===== src/shared/irq_flags_defines.svh =====
// Register map, field positions and reset values of the request flag block
//
// Summary of operation
// - Timer0 overflow sets group0 bit 5, sticky
// - Group0 bit 4 reads OR of pin flags
// - Pin edges masked by rising/falling masks
// - External pin event sets group0 bit 0
// - External event pin chosen by select register
// - Group0 bits 7-6, 3-1 read zero
// - Flags set regardless of any enable bit
// - All implemented flags reset to zero
// - Timer1 gate close sets group1 bit 7
// - Conversion done sets group1 bit 6
// - Group1 bit 5 follows receive buffer level
// - Group1 bit 4 follows transmit request level
// - Sync port done sets bit 3, sticky
// - Sync port collision sets bit 2, sticky
// - Period matches set their flags, sticky
// - Timer1 overflow sets group1 bit 0
// - Comparators 2 and 1 set bits 6, 5
// - Nonvolatile task done sets group2 bit 4
// - Oscillator rollover sets group2 bit 0
// - Request reaches core only with peripheral enable
`ifndef IRQ_FLAGS_DEFINES_SVH
`define IRQ_FLAGS_DEFINES_SVH

// Byte offsets on the register bus
`define OFS_GROUP0 8'h00
`define OFS_GROUP1 8'h04
`define OFS_GROUP2 8'h08
`define OFS_CONTROL 8'h0C
`define OFS_RISE_MASK 8'h10
`define OFS_FALL_MASK 8'h14
`define OFS_PIN_FLAGS 8'h18
`define OFS_PIN_SELECT 8'h1C

// Group 0 fields
`define G0_TIMER0_OVF 5
`define G0_PIN_SUMMARY 4
`define G0_EXT_EVENT 0
`define G0_LATCH_MASK 8'h21

// Group 1 fields
`define G1_T1_GATE 7
`define G1_CONV_DONE 6
`define G1_RX_PENDING 5
`define G1_TX_REQUEST 4
`define G1_SYNC1_DONE 3
`define G1_SYNC1_COLL 2
`define G1_T2_MATCH 1
`define G1_T1_OVF 0
`define G1_LATCH_MASK 8'hCF

// Group 2 fields
`define G2_T6_MATCH 7
`define G2_COMP2 6
`define G2_COMP1 5
`define G2_NVM_DONE 4
`define G2_SYNC2_DONE 3
`define G2_SYNC2_COLL 2
`define G2_T4_MATCH 1
`define G2_OSC_ROLL 0

// Control register fields
`define CTL_GLOBAL_EN 7
`define CTL_PERIPH_EN 6
`define CTL_EXT_RISING 0
`define CTL_MASK 8'hC1

// Reset values
`define FLAGS_RESET 8'h00
`define CTL_RESET 8'h01
`define SEL_RESET 3'h0

`endif


===== src/shared/irq_flags_pkg.sv =====
// Types shared by the request flag block
`default_nettype none
package irq_flags_pkg;
  // Phase of the bus transfer in progress
  typedef enum logic [1:0] {
    PH_IDLE = 2'b00,
    PH_WRITE = 2'b01,
    PH_READ = 2'b10
  } bus_phase_t;
  typedef logic [7:0] flag_byte_t;
endpackage : irq_flags_pkg
`default_nettype wire


===== src/logic/periph_request_flags.sv =====
// Peripheral interrupt request flags behind an AHB-Lite slave
//
// Implementation choices: the placing of the registers and the AHB-Lite interface to the registers.
`default_nettype none
`include "irq_flags_defines.svh"
module periph_request_flags
  import irq_flags_pkg::*;
(
  // Clock and reset
  input wire logic hclk,
  input wire logic hresetn,
  // AHB-Lite slave
  input wire logic hsel,
  input wire logic [31:0] haddr,
  input wire logic [1:0] htrans,
  input wire logic hwrite,
  input wire logic [2:0] hsize,
  input wire logic [31:0] hwdata,
  input wire logic hready,
  output logic [31:0] hrdata,
  output logic hreadyout,
  output logic hresp,
  // Device pins watched for change and external events
  input wire logic [7:0] gpio_pins,
  // One-cycle event pulses from peripherals on hclk
  input wire logic timer0_overflow,
  input wire logic timer1_gate_close,
  input wire logic conversion_done,
  input wire logic sync1_done,
  input wire logic sync1_collision,
  input wire logic timer2_match,
  input wire logic timer1_overflow,
  input wire logic timer6_match,
  input wire logic comparator2_event,
  input wire logic comparator1_event,
  input wire logic nvm_task_done,
  input wire logic sync2_done,
  input wire logic sync2_collision,
  input wire logic timer4_match,
  input wire logic oscillator_rollover,
  // Buffer levels from the asynchronous serial port
  input wire logic async_rx_not_empty,
  input wire logic async_tx_ready,
  // Request to the core
  output logic peripheral_irq
);

  // ===========================================================
  // Helpers
  // ===========================================================

  // Byte lane 0 is touched by this size and address
  function automatic logic lane0_hit(input logic [2:0] size,
                                     input logic [1:0] low);
    case (size)
      3'd0: lane0_hit = (low == 2'd0);
      3'd1: lane0_hit = ~low[1];
      default: lane0_hit = 1'b1;
    endcase
  endfunction : lane0_hit

  // Value a flag byte takes after an optional write
  function automatic flag_byte_t flag_next(input flag_byte_t cur,
                                           input flag_byte_t set,
                                           input logic wr,
                                           input flag_byte_t wdat,
                                           input flag_byte_t mask);
    if (wr) begin
      flag_next = ((wdat & mask) | set) & mask;
    end else begin
      flag_next = (cur | set) & mask;
    end
  endfunction : flag_next

  // A write data phase to the given register word ends this cycle
  function automatic logic word_write(input logic wr,
                                      input logic [7:0] at,
                                      input logic [7:0] ofs);
    word_write = wr & (at == ofs);
  endfunction : word_write

  // ===========================================================
  // Bus slave
  // ===========================================================
  bus_phase_t phase_r;
  logic [7:0] addr_r;
  logic lane0_r;
  logic [31:0] hrdata_r;
  logic hreadyout_r;
  logic hresp_r;
  logic accept;
  logic wr_now;

  assign accept = hsel & hready & htrans[1];
  assign wr_now = (phase_r == PH_WRITE) & lane0_r;

  // Address phase capture; reads take one wait state so the read
  // mux sees any write finished on the edge the read was taken
  always_ff @(posedge hclk or negedge hresetn) begin
    if (!hresetn) begin
      phase_r <= PH_IDLE;
      addr_r <= 8'h00;
      lane0_r <= 1'b0;
      hreadyout_r <= 1'b1;
    end else begin
      case (phase_r)
        PH_READ: begin
          phase_r <= PH_IDLE;
          hreadyout_r <= 1'b1;
        end
        PH_IDLE, PH_WRITE: begin
          if (accept) begin
            addr_r <= {haddr[7:2], 2'b00};
            lane0_r <= lane0_hit(hsize, haddr[1:0]);
            phase_r <= hwrite ? PH_WRITE : PH_READ;
            hreadyout_r <= hwrite;
          end else begin
            phase_r <= PH_IDLE;
          end
        end
        default: begin
          phase_r <= PH_IDLE;
          hreadyout_r <= 1'b1;
        end
      endcase
    end
  end

  // Only OKAY is ever answered, unmapped words included
  always_ff @(posedge hclk or negedge hresetn) begin
    if (!hresetn) begin
      hresp_r <= 1'b0;
    end else begin
      hresp_r <= 1'b0;
    end
  end

  // ===========================================================
  // Pin synchronisers and edge detection
  // ===========================================================
  logic [7:0] pin_sync_r;
  logic [7:0] pin_prev_r;
  logic [7:0] rise_mask_r;
  logic [7:0] fall_mask_r;
  logic [7:0] pin_flags_r;
  logic [2:0] pin_sel_r;
  logic [7:0] control_r;
  logic ext_now;
  logic ext_prev;
  logic ext_edge;

  // One cell per pin: two-stage synchroniser, edge detect and flag.
  // Only the second stage reads the first, so a metastable first
  // stage never reaches the edge logic
  for (genvar gi = 0; gi < 8; gi++) begin : g_pin
    logic meta_r;
    logic sync_r;
    logic prev_r;
    logic flag_r;
    logic edge_set;

    // Synchroniser and the delayed copy for edge detection
    always_ff @(posedge hclk or negedge hresetn) begin
      if (!hresetn) begin
        meta_r <= 1'b0;
        sync_r <= 1'b0;
        prev_r <= 1'b0;
      end else begin
        meta_r <= gpio_pins[gi];
        sync_r <= meta_r;
        prev_r <= sync_r;
      end
    end

    // Each edge direction passes only through its own enable
    assign edge_set = (sync_r & ~prev_r & rise_mask_r[gi]) |
                      (~sync_r & prev_r & fall_mask_r[gi]);

    // Sticky per-pin flag; an edge in the cycle of a write wins
    always_ff @(posedge hclk or negedge hresetn) begin
      if (!hresetn) begin
        flag_r <= 1'b0;
      end else if (edge_set) begin
        flag_r <= 1'b1;
      end else if (word_write(wr_now, addr_r, `OFS_PIN_FLAGS)) begin
        flag_r <= hwdata[gi];
      end
    end

    // Bits gathered for the external event, summary and read mux
    assign pin_sync_r[gi] = sync_r;
    assign pin_prev_r[gi] = prev_r;
    assign pin_flags_r[gi] = flag_r;
  end : g_pin

  // External event comes from whichever pin is selected
  assign ext_now = pin_sync_r[pin_sel_r];
  assign ext_prev = pin_prev_r[pin_sel_r];
  assign ext_edge = control_r[`CTL_EXT_RISING] ? (ext_now & ~ext_prev)
                                               : (~ext_now & ext_prev);

  // ===========================================================
  // Configuration registers
  // ===========================================================

  // Configuration words below take writes through byte lane 0 only

  // Rising-edge enable per pin
  always_ff @(posedge hclk or negedge hresetn) begin
    if (!hresetn) begin
      rise_mask_r <= `FLAGS_RESET;
    end else if (word_write(wr_now, addr_r, `OFS_RISE_MASK)) begin
      rise_mask_r <= hwdata[7:0];
    end
  end

  // Falling-edge enable per pin
  always_ff @(posedge hclk or negedge hresetn) begin
    if (!hresetn) begin
      fall_mask_r <= `FLAGS_RESET;
    end else if (word_write(wr_now, addr_r, `OFS_FALL_MASK)) begin
      fall_mask_r <= hwdata[7:0];
    end
  end

  // Which pin feeds the external event
  always_ff @(posedge hclk or negedge hresetn) begin
    if (!hresetn) begin
      pin_sel_r <= `SEL_RESET;
    end else if (word_write(wr_now, addr_r, `OFS_PIN_SELECT)) begin
      pin_sel_r <= hwdata[2:0];
    end
  end

  // Peripheral enable, stored global enable and event edge select;
  // unused bits are dropped so they always read back as zero
  always_ff @(posedge hclk or negedge hresetn) begin
    if (!hresetn) begin
      control_r <= `CTL_RESET;
    end else if (word_write(wr_now, addr_r, `OFS_CONTROL)) begin
      control_r <= hwdata[7:0] & `CTL_MASK;
    end
  end

  // ===========================================================
  // Request flags
  // ===========================================================
  flag_byte_t group0_r;
  flag_byte_t group1_r;
  flag_byte_t group2_r;
  flag_byte_t set0;
  flag_byte_t set1;
  flag_byte_t set2;
  logic rx_level_r;
  logic tx_level_r;
  logic summary;

  // Event pulses gathered by position; no enable is consulted
  always_comb begin
    set0 = 8'h00;
    set1 = 8'h00;
    set2 = 8'h00;
    set0[`G0_TIMER0_OVF] = timer0_overflow;
    set0[`G0_EXT_EVENT] = ext_edge;
    set1[`G1_T1_GATE] = timer1_gate_close;
    set1[`G1_CONV_DONE] = conversion_done;
    set1[`G1_SYNC1_DONE] = sync1_done;
    set1[`G1_SYNC1_COLL] = sync1_collision;
    set1[`G1_T2_MATCH] = timer2_match;
    set1[`G1_T1_OVF] = timer1_overflow;
    set2[`G2_T6_MATCH] = timer6_match;
    set2[`G2_COMP2] = comparator2_event;
    set2[`G2_COMP1] = comparator1_event;
    set2[`G2_NVM_DONE] = nvm_task_done;
    set2[`G2_SYNC2_DONE] = sync2_done;
    set2[`G2_SYNC2_COLL] = sync2_collision;
    set2[`G2_T4_MATCH] = timer4_match;
    set2[`G2_OSC_ROLL] = oscillator_rollover;
  end

  // Sticky flags: hardware sets, software writes; set beats clear so
  // an event landing on a clearing write is never lost
  always_ff @(posedge hclk or negedge hresetn) begin
    if (!hresetn) begin
      group0_r <= `FLAGS_RESET;
    end else begin
      group0_r <= flag_next(group0_r, set0,
                            word_write(wr_now, addr_r, `OFS_GROUP0),
                            hwdata[7:0], `G0_LATCH_MASK);
    end
  end

  // Group 1 latches six bits; the serial levels are mirrored apart
  always_ff @(posedge hclk or negedge hresetn) begin
    if (!hresetn) begin
      group1_r <= `FLAGS_RESET;
    end else begin
      group1_r <= flag_next(group1_r, set1,
                            word_write(wr_now, addr_r, `OFS_GROUP1),
                            hwdata[7:0], `G1_LATCH_MASK);
    end
  end

  // Group 2: every bit is a latched event flag
  always_ff @(posedge hclk or negedge hresetn) begin
    if (!hresetn) begin
      group2_r <= `FLAGS_RESET;
    end else begin
      group2_r <= flag_next(group2_r, set2,
                            word_write(wr_now, addr_r, `OFS_GROUP2),
                            hwdata[7:0], 8'hFF);
    end
  end

  // Serial buffer levels are mirrored, never latched; the level
  // inputs come from hclk logic so one flop is enough
  always_ff @(posedge hclk or negedge hresetn) begin
    if (!hresetn) begin
      rx_level_r <= 1'b0;
      tx_level_r <= 1'b0;
    end else begin
      rx_level_r <= async_rx_not_empty;
      tx_level_r <= async_tx_ready;
    end
  end

  // Summary is live: it drops as soon as the last pin flag clears
  assign summary = |pin_flags_r;

  // ===========================================================
  // Read path and core request
  // ===========================================================
  logic [7:0] rd_byte;

  // Read mux; unimplemented bits and unmapped words read zero
  always_comb begin
    rd_byte = 8'h00;
    case (addr_r)
      `OFS_GROUP0: begin
        rd_byte = group0_r;
        rd_byte[`G0_PIN_SUMMARY] = summary;
      end
      `OFS_GROUP1: begin
        rd_byte = group1_r;
        rd_byte[`G1_RX_PENDING] = rx_level_r;
        rd_byte[`G1_TX_REQUEST] = tx_level_r;
      end
      `OFS_GROUP2: rd_byte = group2_r;
      `OFS_CONTROL: rd_byte = control_r;
      `OFS_RISE_MASK: rd_byte = rise_mask_r;
      `OFS_FALL_MASK: rd_byte = fall_mask_r;
      `OFS_PIN_FLAGS: rd_byte = pin_flags_r;
      `OFS_PIN_SELECT: rd_byte = {5'b00000, pin_sel_r};
      default: rd_byte = 8'h00;
    endcase
  end

  // Read data loads in the wait cycle and then holds
  always_ff @(posedge hclk or negedge hresetn) begin
    if (!hresetn) begin
      hrdata_r <= 32'h0000_0000;
    end else if (phase_r == PH_READ) begin
      hrdata_r <= {24'h00_0000, rd_byte};
    end
  end

  // The core sees nothing until the peripheral enable is set;
  // any pending flag then asserts the request
  always_ff @(posedge hclk or negedge hresetn) begin
    if (!hresetn) begin
      peripheral_irq <= 1'b0;
    end else begin
      peripheral_irq <= control_r[`CTL_PERIPH_EN] &
                        (|group0_r | summary | |group1_r |
                         rx_level_r | tx_level_r | |group2_r);
    end
  end

  assign hrdata = hrdata_r;
  assign hreadyout = hreadyout_r;
  assign hresp = hresp_r;

endmodule : periph_request_flags
`default_nettype wire


===== config.mk =====
export PLATFORM = sky130hd
export DESIGN_NAME = periph_request_flags
export DESIGN_NICKNAME = d
export VERILOG_FILES = /design/src/shared/irq_flags_pkg.sv /design/src/logic/periph_request_flags.sv
export VERILOG_INCLUDE_DIRS = /design/src /design/src/shared
export SDC_FILE = /design/constraint.sdc
export NUM_CORES = 1
export LEC_CHECK = 0
export BUFFER_PORTS_ARGS = -buffer_cell sky130_fd_sc_hd__buf_2
export CAP_MARGIN = 25
export CORE_UTILIZATION = 51
export DETAILED_ROUTE_END_ITERATION = 10
export PLACE_DENSITY = 0.8
export SLEW_MARGIN = 5
export SYNTH_ARGS = -nofsm -noshare
export SYNTH_HDL_FRONTEND = slang
export SYNTH_SLANG_ARGS = --single-unit

===== constraint.sdc =====
create_clock -name hclk -period 2.7 [get_ports hclk]
set_clock_uncertainty 0.15 [all_clocks]
set_input_delay 0.135 -clock hclk [delete_from_list [all_inputs] [get_ports hclk]]
set_output_delay 0.135 -clock hclk [all_outputs]
set_load 0.01 [all_outputs]

# Word level (Yosys, flattened, before mapping)
# Index checks and enable logic that the tools add are counted.
# classes
n_reduce_logical,18
muxes,31
eq_ne,11
order_cmp,1
n_bitwise,84
# ops
op,n
case mux 8 bit (8 select lines),1
bitwise AND 1 bit,46
bitwise OR 8 bit,4
OR reduction 8 bit,4
"equality test 6 x 3 -> 1 bit, second input constant",4
2-to-1 mux 1 bit,21
inverter 1 bit,19
2-to-1 mux 8 bit,2
nonzero test 2 bit,8
bitwise OR 1 bit,13
"equality test 6 x 2 -> 1 bit, second input constant",2
bitwise OR 6 bit,2
logical NOT 8 bit,1
binary-select mux 1 bit (select 3 bit),2
"equality test 6 x 1 -> 1 bit, second input constant",1
2-to-1 mux 2 bit,3
2-to-1 mux 6 bit,1
logical NOT 2 bit,2
"less-than comparator 3 x 4 -> 1 bit, second input constant",1
"equality test 3 x 1 -> 1 bit, second input constant",1
logical NOT 3 bit,1
"equality test 2 x 1 -> 1 bit, second input constant",1
"equality test 2 bit, second input constant",1
"inequality test 2 bit, second input constant",1
3 further kinds,3
# word_totals
input_bits,99
elab_cells,192
output_inout_bits,35
regBits,97

# Logic depth before layout (Yosys ltp)
# Gate-level depths: netlist of the first run.
# depth
depth_word,7
ltp_mapped,7
ltp_nobuf,4

# Worst setup path after synthesis of the first run
# No wires, ideal clock.
# synth_timing
path_kind,register -> register
startpoint,reg addr_r[5]
endpoint,reg group2_r[6]
period_less_slack_ns,1.907
slack_ns,0.793
arrival_ns,1.633
n_path_buf,1
setup_time_ns,0.124
required_ns,2.426
path_stages_with_launch,6
cell_sequence,dfrtp_1 > or3_4 > nor4_4 > buf_4 > nor2b_1 > a211o_1
# synth_between
elab_chain_len,3
# synth_lines
item,line,rtl
start: declaration,periph_request_flags.sv:86,logic [7:0] addr_r;
start signal: assignment,periph_request_flags.sv:113,"addr_r <= {haddr[7:2], 2'b00};"
equality test 6 x 2 -> 1 bit,periph_request_flags.sv:79,word_write = wr & (at == ofs);
bitwise AND 1 bit,periph_request_flags.sv:79,
2-to-1 mux 8 bit,periph_request_flags.sv:68,if (wr) begin
end signal: assignment,periph_request_flags.sv:307,group2_r <= `FLAGS_RESET;
end signal: assignment,periph_request_flags.sv:309,"group2_r <= flag_next(group2_r, set2,"
end: declaration,periph_request_flags.sv:250,flag_byte_t group2_r;
# No other way between the ends.
# A chain may end at the register's enable or synchronous reset.

# Worst setup path in the final report of the first run
# layout_timing
startpoint,reg addr_r[5]
endpoint,reg group1_r[2]
# layout_between
elab_chain_len,3
# layout_lines
item,line,rtl
equality test 6 x 1 -> 1 bit,periph_request_flags.sv:79,
bitwise AND 1 bit,periph_request_flags.sv:79,
2-to-1 mux 8 bit,periph_request_flags.sv:68,
end signal: assignment,periph_request_flags.sv:296,group1_r <= `FLAGS_RESET;
end signal: assignment,periph_request_flags.sv:298,"group1_r <= flag_next(group1_r, set1,"
end: declaration,periph_request_flags.sv:249,flag_byte_t group1_r;
# No other way between the ends.

==> results of run 1 <==
## layer usage
metal	GRT usage	up-vias
met2	0.396	133
met4	0.104	0
met3	0.0567	22
met5	0	-
met1	0.314	1481
li1	-	1424
## stage by stage
stage	hold slack, ps	cells	cell area, sq um	setup WS, ps	utilization
global placement	24.6	489	4520	553	0.576
CTS	171	565	5310	71.9	0.676
detailed placement	31.0	489	4520	498	0.576
global route	207	565	5310	52.7	0.677
finish	167	565	5310	138	0.677
floorplan	-311	360	4290	793	-
## area by class of cell
type	instances	area, sq um
Fill cell	580	2540
Sequential cell	91	2280
Multi-Input combinational cell	224	1730
Timing Repair Buffer	125	956
Clock buffer	13	149
Tap cell	102	128
Clock inverter	3	40.0
Inverter	7	26.3
## power groups by stage
stage	Combinational (mW)	Sequential (mW)	Clock (mW)
after floorplan	0.310	1.52	0
after global placement	0.402	1.56	0
after detailed placement	0.409	1.56	0
after CTS	0.462	1.53	0.923
after global routing	0.511	1.55	0.974
final	0.468	1.54	0.898
## registers in the layout, summed over array words and instances (netlist names), 6 cells and up
register      cells
fall_mask_r       8
g_pin.flag_r      8
g_pin.meta_r      8
g_pin.prev_r      8
g_pin.sync_r      8
group2_r          8
hrdata            8
rise_mask_r       8
addr_r            6
group1_r          6
## critical path: stages, from the launching register on
cell,delay [ps]
dfrtp_1,410
or3_4,450
nor4_2,250
buf_4,250
nor2b_1,70
a211o_1,280
dlygate4sd3_1,580
## worst max path at each step
stage | start | end | slack [ps] | depth (start not counted)
6_report | addr_r[5] | group1_r[2] | 140 | 6
5_1_grt | addr_r[2] | group2_r[7] | 50 | 6
4_1_cts | addr_r[2] | group2_r[2] | 70 | 6
3_5_place_dp | addr_r[3] | g_pin[1].flag_r | 500 | 4
3_3_place_gp | addr_r[2] | rise_mask_r[3] | 550 | 3
2_1_floorplan | addr_r[5] | group2_r[6] | 790 | 5
## logic make-up after synthesis
group                  Yosys count  synth area share
multiplexers                    59             0.174
AND/OR/NAND/NOR                 89             0.124
AO/OA/AOI/OAI                   51            0.0905
flip-flops                      91             0.542
buffers and inverters           45            0.0676
other                            1          0.000892
## repair_timing
item                                   CTS  global route
endpoints found under the hold margin  108             0
hold buffers                            60             0
resized for setup                        0             2
setup endpoints to repair                0            11
buffers inserted                         0             0
## cells in the mapped netlist
cell	count
and3_1	1
inv_1	7
a32o_1	1
o21ai_0	10
nand3b_1	10
mux2_2	32
buf_2	5
conb_1	1
nand4_1	2
nor4_1	6
mux4_2	3
nor2b_1	17
a221o_1	3
nor4_4	1
nor3_1	2
nand3_1	6
or3_4	1
a311oi_1	1
o22ai_1	1
o211ai_1	11
a22o_1	1
or2_2	2
mux4_1	4
o32ai_1	2
and4_1	1
o21a_1	1
a21oi_1	3
a31oi_1	1
nand2b_1	4
mux2i_1	20
dfstp_2	2
nor2_2	2
nor2_1	6
and4b_1	1
a211o_1	14
nand2_1	24
or3_1	1
dfrtp_1	89
buf_6	1
buf_1	1
a22oi_1	2
clkbuf_1	4
nor4_2	2
buf_4	27
==> summary.txt, run 1 <==
# setup viols final: 0
biggest area consumer among synthesized cells: dfrtp_1
post-DR wirelength/cell: 16.7 microns
uppermost layer routed: met4
CTS tree: built
Setup Total Neg Slack: 0 ps
initial core utilization: 0.536
Cell Int Power: 2.13 mW
launch point of the worst reg-to-reg path: addr_r[5]
total die area: 8610 sq um
Clock Sinks: 91
post-synthesis cell type count: 44
Syn Area/Cell: 12.5 sq um
Syn Inst Count: 336
Clk pwr share: 0.310
total track usage: 0.244
critical path class: register to register
DRC violations left: 0
DR vias/cell: 5.42
clk root buf: clkbuf_8
initial antenna violation count: 0
Layout Nets: 557
Routed met3 length: 553 microns
CTS clk-pin slew, worst paths: 80 ps
NetSw: 0.770 mW
crit end category: register
Combinational Power Share: 0.161
gr ovfl total: 0
Cell Rows: 32
core region area: 7850 sq um
most common cell after layout, fill and taps aside: dfrtp_1
CTS Buf Count: 9
layout cells sized above 1: 0.270
Total Routed Length: 9460 microns
n_diodes: 0
post-route ant nets: 0
Die X: 92.8 microns
status: completed
Critical R2R Capture: group1_r[2]
Tmin final: 2560 ps
sw frac: 0.265
most frequent cells in the layout: dfrtp_1 (87), dlygate4sd3_1 (60), buf_2 (58)
CP arrival: 2650 ps
Cell Pwr Density: 546 nW/um^2
Yosys warning count: 0
final slew viol count: 0
I/O pin count: 134
Detailed Route Iter0 Violations: 248
total power: 2.90 mW
top-area cell type share of the netlist area: 0.530
Clk Latency, worst-skew pair: 360 ps
max_cap viols: 0
fmax: 390 MHz
Final Hold Fails: 0
#FFs+latches synth: 91
ratio of final minimum period to clock period: 0.949
worst min path class: input pin to asynchronous set/reset pin
H-Tree Depth: 3
area grow syn2layout: 26.3%
port bufs: 59
Seq pwr share: 0.529
largest net degree at the start of global routing: 47
Max VDD drop: 0.000361 V
Die Span Y: 92.8 microns
Synth Cell Area: 4200 sq um
top cells by area, synth: dfrtp_1 (53%), mux2_2 (8.6%), buf_4 (4.8%), mux2i_1 (4.8%), a211o_1 (2.9%)
met2 wire len: 4660 microns
Reg2Reg Setup Slack: 140 ps
leakage power: 2.22 nW
RePlAce Congestion: 0.864
Worst Tran Pin Value: 631 ps
TritonRoute pass-1 iters: 4
CP max FO: 12
R2R depth: 6
CP Launch Type: register
vias after detailed routing: 3060
required time worst endpoint: 2790 ps
hpwl dp: 6440 microns
sequential area share after synthesis: 0.542
met1 wire length: 4000 microns
global-route wire length before repair: 15500 microns
vias in the first global route: 3099
deepest clock path buffer count: 2
Rel. slew slack: 0.579
RSZ-0062 raised after global routing: false
Note: power is estimated with default switching activity, not from simulation.
==> inputs of run 2 (changes only) <==
CELL_PAD_IN_SITES_DETAIL_PLACEMENT = 1   (was unset)
CELL_PAD_IN_SITES_GLOBAL_PLACEMENT = 2   (was unset)
CORE_UTILIZATION = 32   (was 51)
PLACE_DENSITY = unset   (was 0.8)
PLACE_DENSITY_LB_ADDON = 0.1   (was unset)
==> summary.txt, run 2 (synthesized netlist as in run 1, its figures left out) <==
DP Area: 4670 sq um
area grow syn2layout: 31.3%
gr ovfl total: 0
RSZ-0062 raised after global routing: false
largest net degree at the start of global routing: 50
CP max FO: 17
Worst Tran Pin Value: 718 ps
worst min path class: register to register
Tmin final: 2480 ps
critical path class: register to register
H-Tree Depth: 3
Final Hold Fails: 0
CP arrival: 2560 ps
launch point of the worst reg-to-reg path: addr_r[2]
Layout Nets: 557
post-route cell area: 5520 sq um
Setup Total Neg Slack: 0 ps
vias in the first global route: 3062
Max VDD drop: 0.000412 V
Die Span Y: 117 microns
DR vias/cell: 4.75
Clock Sinks: 91
Die X: 117 microns
leakage power: 2.31 nW
most common cell after layout, fill and taps aside: dfrtp_1
Cell Rows: 41
CP bufs+invs: 2
core region area: 12700 sq um
initial core utilization: 0.330
TritonRoute pass-1 iters: 4
n_diodes: 0
Top Family by Delay on Critical Path: buffers and inverters
# setup viols final: 0
vias after detailed routing: 3016
Slowest-stage cell, CP: dfrtp_2
CTS clk-pin slew, worst paths: 60 ps
most frequent cells in the layout: dfrtp_1 (87), buf_2 (58), dlygate4sd3_1 (53)
post-DR wirelength/cell: 17.4 microns
status: completed
required time worst endpoint: 2780 ps
Cell Pwr Density: 603 nW/um^2
DRC violations left: 0
max_cap viols: 0
Post-CTS Setup Bufs: 0
CTS Buf Count: 9
CP max stage delay: 550 ps
worst-path cell chain: nand2b_1 > nor4_4 > buf_12 > nor2b_1 > a211o_1 > dlygate4sd3_1
deepest clock path buffer count: 2
crit end category: register
layout cells sized above 1: 0.292
final slew viol count: 0
fmax: 403 MHz
Clk Latency, worst-skew pair: 350 ps
Rel. slew slack: 0.517
post-route ant nets: 0
initial antenna violation count: 0
CTS tree: built
Total Routed Length: 11100 microns
total die area: 13600 sq um
total track usage: 0.177
Worst Setup SP: addr_r[2]
ratio of final minimum period to clock period: 0.918
RePlAce Congestion: 0.768
Fill cells: 1390
I/O pin count: 134
hold path startpoint: g_pin[1].meta_r
CP Launch Type: register
hpwl dp: 8040 microns
port bufs: 59
global-route wire length before repair: 17300 microns
clk root buf: clkbuf_16
Detailed Route Iter0 Violations: 104
-- run 2: cell types whose count changed in the layout (fill, tap and decap cells not counted) --
cell,delta
clkbuf_16,+9
clkbuf_8,-8
dlygate4sd3_1,-7
buf_4,+6
clkbuf_1,-3
clkinv_4,+3
buf_12,+1
clkinv_2,-1
-- run 2: worst paths after layout --
| path | to | slack (ps) | depth (start not counted) |
|---|---|---|---|
| min in group asynchronous | group2_r[6] | 220 | 2 |
| worst max-delay path | group2_r[5] | 220 | 6 |
| worst max register to register | group2_r[5] | 220 | 6 |
| worst min register to register | g_pin[1].sync_r | 200 | 0 |
| max in group asynchronous | control_r[0] | 1470 | 3 |
| worst min-delay path | g_pin[1].sync_r | 200 | 0 |
-- run 2: layout make-up --
type	count	area, sq um	share of cell area
Clock buffer	11	253	0.0458
Clock inverter	5	61.3	0.0111
Inverter	7	26.3	0.00476
Multi-Input combinational cell	224	1730	0.314
Sequential cell	91	2280	0.414
Tap cell	172	215	0.0390
Timing Repair Buffer	125	951	0.172
-- run 2: worst register-to-register path, stage by stage, from the launching register on --
cell           delay, ps
dfrtp_2              550
nand2b_1             260
nor4_4               340
buf_12               190
nor2b_1               70
a211o_1              260
dlygate4sd3_1        550
-- run 2: routing by layer --
metal,vias up,track usage,wire [microns]
met2,71,0.287,5330
met3,9,0.0503,445
li1,1419,-,-
met5,-,0,0
met1,1517,0.234,5190
met4,0,0.0447,106
-- run 2: metrics by stage --
stage / total power, mW / worst slack, ps / instances / util / hold slack [ps]
after floorplan: 1.83 / 793 / 360 / - / -311
after global placement: 2.00 / 545 / 566 / 0.367 / 53.4
after detailed placement: 2.01 / 532 / 566 / 0.367 / 58.5
after CTS: 3.38 / 43.8 / 635 / 0.434 / 201
after global routing: 3.49 / 132 / 635 / 0.434 / 203
final: 3.33 / 221 / 635 / 0.434 / 197
-- run 2: power breakdown --
| part | internal [mW] | switching [mW] |
|---|---|---|
| registers | 1.45 | 0.105 |
| logic | 0.242 | 0.238 |
| clock network | 0.770 | 0.526 |
| total | 2.46 | 0.868 |
-- run 2: what timing repair did --
action,CTS,global route
resized for setup,0,2
endpoints found under the setup margin,0,7
hold buffers,53,0
hold endpoints to repair,106,0
==> inputs of run 3 (changes only) <==
REMOVE_ABC_BUFFERS = 1   (was unset)
==> summary.txt, run 3 (synthesized netlist as in run 1, its figures left out) <==
status: completed
fmax: 398 MHz
R2R depth: 6
Fill cells: 1404
vias after detailed routing: 2987
met3 usage: 0.0467
RSZ-0062 raised after global routing: false
DP Cell Count: 564
total die area: 13600 sq um
Die X: 117 microns
Detailed Route Iter0 Violations: 143
max_cap viols: 0
Slowest-stage cell, CP: dlygate4sd3_1
CTS clk-pin slew, worst paths: 60 ps
CP max FO: 16
Cell Rows: 41
Clk Latency, worst-skew pair: 350 ps
Clock Sinks: 91
Setup Total Neg Slack: 0 ps
CP max stage delay: 570 ps
H-Tree Depth: 3
Max VDD drop: 0.000318 V
Worst Tran Pin Value: 569 ps
TritonRoute pass-1 iters: 4
initial core utilization: 0.330
Final Non-Filler Cells: 633
Tmin final: 2510 ps
port bufs: 59
vias in the first global route: 3216
worst-path cell chain: or3_4 > nor4_4 > buf_4 > nor2b_1 > a211o_1 > dlygate4sd3_1
final slew viol count: 0
Post-CTS Setup Bufs: 0
leakage power: 2.29 nW
hold path startpoint: hwdata[0]
Total Routed Length: 11500 microns
layout cells sized above 1: 0.282
CTS tree: built
required time worst endpoint: 2780 ps
Layout Nets: 555
CP bufs+invs: 2
largest net degree at the start of global routing: 42
Rel. slew slack: 0.621
CTS Buf Count: 9
worst min path class: input pin to register
deepest clock path buffer count: 2
critical path class: register to register
hpwl dp: 8110 microns
DR vias/cell: 4.72
most common cell after layout, fill and taps aside: dfrtp_1
Top Family by Delay on Critical Path: buffers and inverters
Die Span Y: 117 microns
core region area: 12700 sq um
post-DR wirelength/cell: 18.2 microns
busiest layer in global routing: met2
CP arrival: 2590 ps
grt met1 use: 0.246
global-route wire length before repair: 18300 microns
total track usage: 0.188
gr ovfl total: 0
most frequent cells in the layout: dfrtp_1 (88), buf_2 (58), dlygate4sd3_1 (53)
Cell Pwr Density: 607 nW/um^2
RePlAce Congestion: 0.786
Critical R2R Capture: group2_r[6]
hold path cells: 2
launch point of the worst reg-to-reg path: addr_r[5]
initial antenna violation count: 0
CP Launch Type: register
Final Hold Fails: 0
post-route ant nets: 0
I/O pin count: 134
# setup viols final: 0
met2 GRT Util: 0.303
worst-case hold path end point: group2_r[0]
n_diodes: 0
DRC violations left: 0
area grow syn2layout: 30.7%
clk root buf: clkbuf_16
crit end category: register
ratio of final minimum period to clock period: 0.931
Reg2Reg Setup Slack: 190 ps
-- run 3: worst max-delay path by stage --
stage                     startpoint  slack [ps]  depth (start not counted)        endpoint
after floorplan            addr_r[4]         560                          4  fall_mask_r[0]
after global placement     addr_r[3]         480                          6     group1_r[2]
after detailed placement   addr_r[3]         460                          6     group1_r[6]
after CTS                  addr_r[3]          60                          6     group2_r[7]
after global routing       addr_r[5]          80                          6     group2_r[6]
final                      addr_r[5]         190                          6     group2_r[6]
-- run 3: final cells by class --
cell class	instances	area, sq um	area share
flip-flops and latches	91	2280	0.415
repair buffers	123	936	0.170
clock inverters	3	46.3	0.00842
clock buffers	13	260	0.0474
well taps	172	215	0.0392
inverters	7	26.3	0.00478
multi-input cells	224	1730	0.315
-- run 3: metrics by stage --
stage / hold WS [ps] / power (mW) / setup WS (ps) / util / area, sq um
global route: 41.2 / 3.50 / 84.9 / 0.432 / 5500
global placement: 21.9 / 2.02 / 477 / 0.366 / 4660
finish: 24.1 / 3.34 / 187 / 0.432 / 5500
floorplan: -311 / 1.79 / 561 / - / 4040
CTS: 12.3 / 3.39 / 62.8 / 0.432 / 5490
detailed placement: 25.8 / 2.03 / 457 / 0.366 / 4660
-- run 3: where the power goes --
part / switching (mW) / leakage (nW) / internal [mW] / total, mW
Combinational: 0.261 / 1.09 / 0.250 / 0.510
Sequential: 0.0854 / 1.05 / 1.45 / 1.53
Clock: 0.524 / 0.146 / 0.770 / 1.29
-- run 3: metal layers --
layer,part of all wire,vias to the layer above
met4,0.021,0
met2,0.48,66
li1,-,1409
met5,0,-
met1,0.46,1492
met3,0.040,20
-- run 3: timing repair --
action	CTS	global route
endpoints found under the hold margin	94	0
hold buffers	53	0
gates resized for setup	0	1
endpoints found under the setup margin	0	6
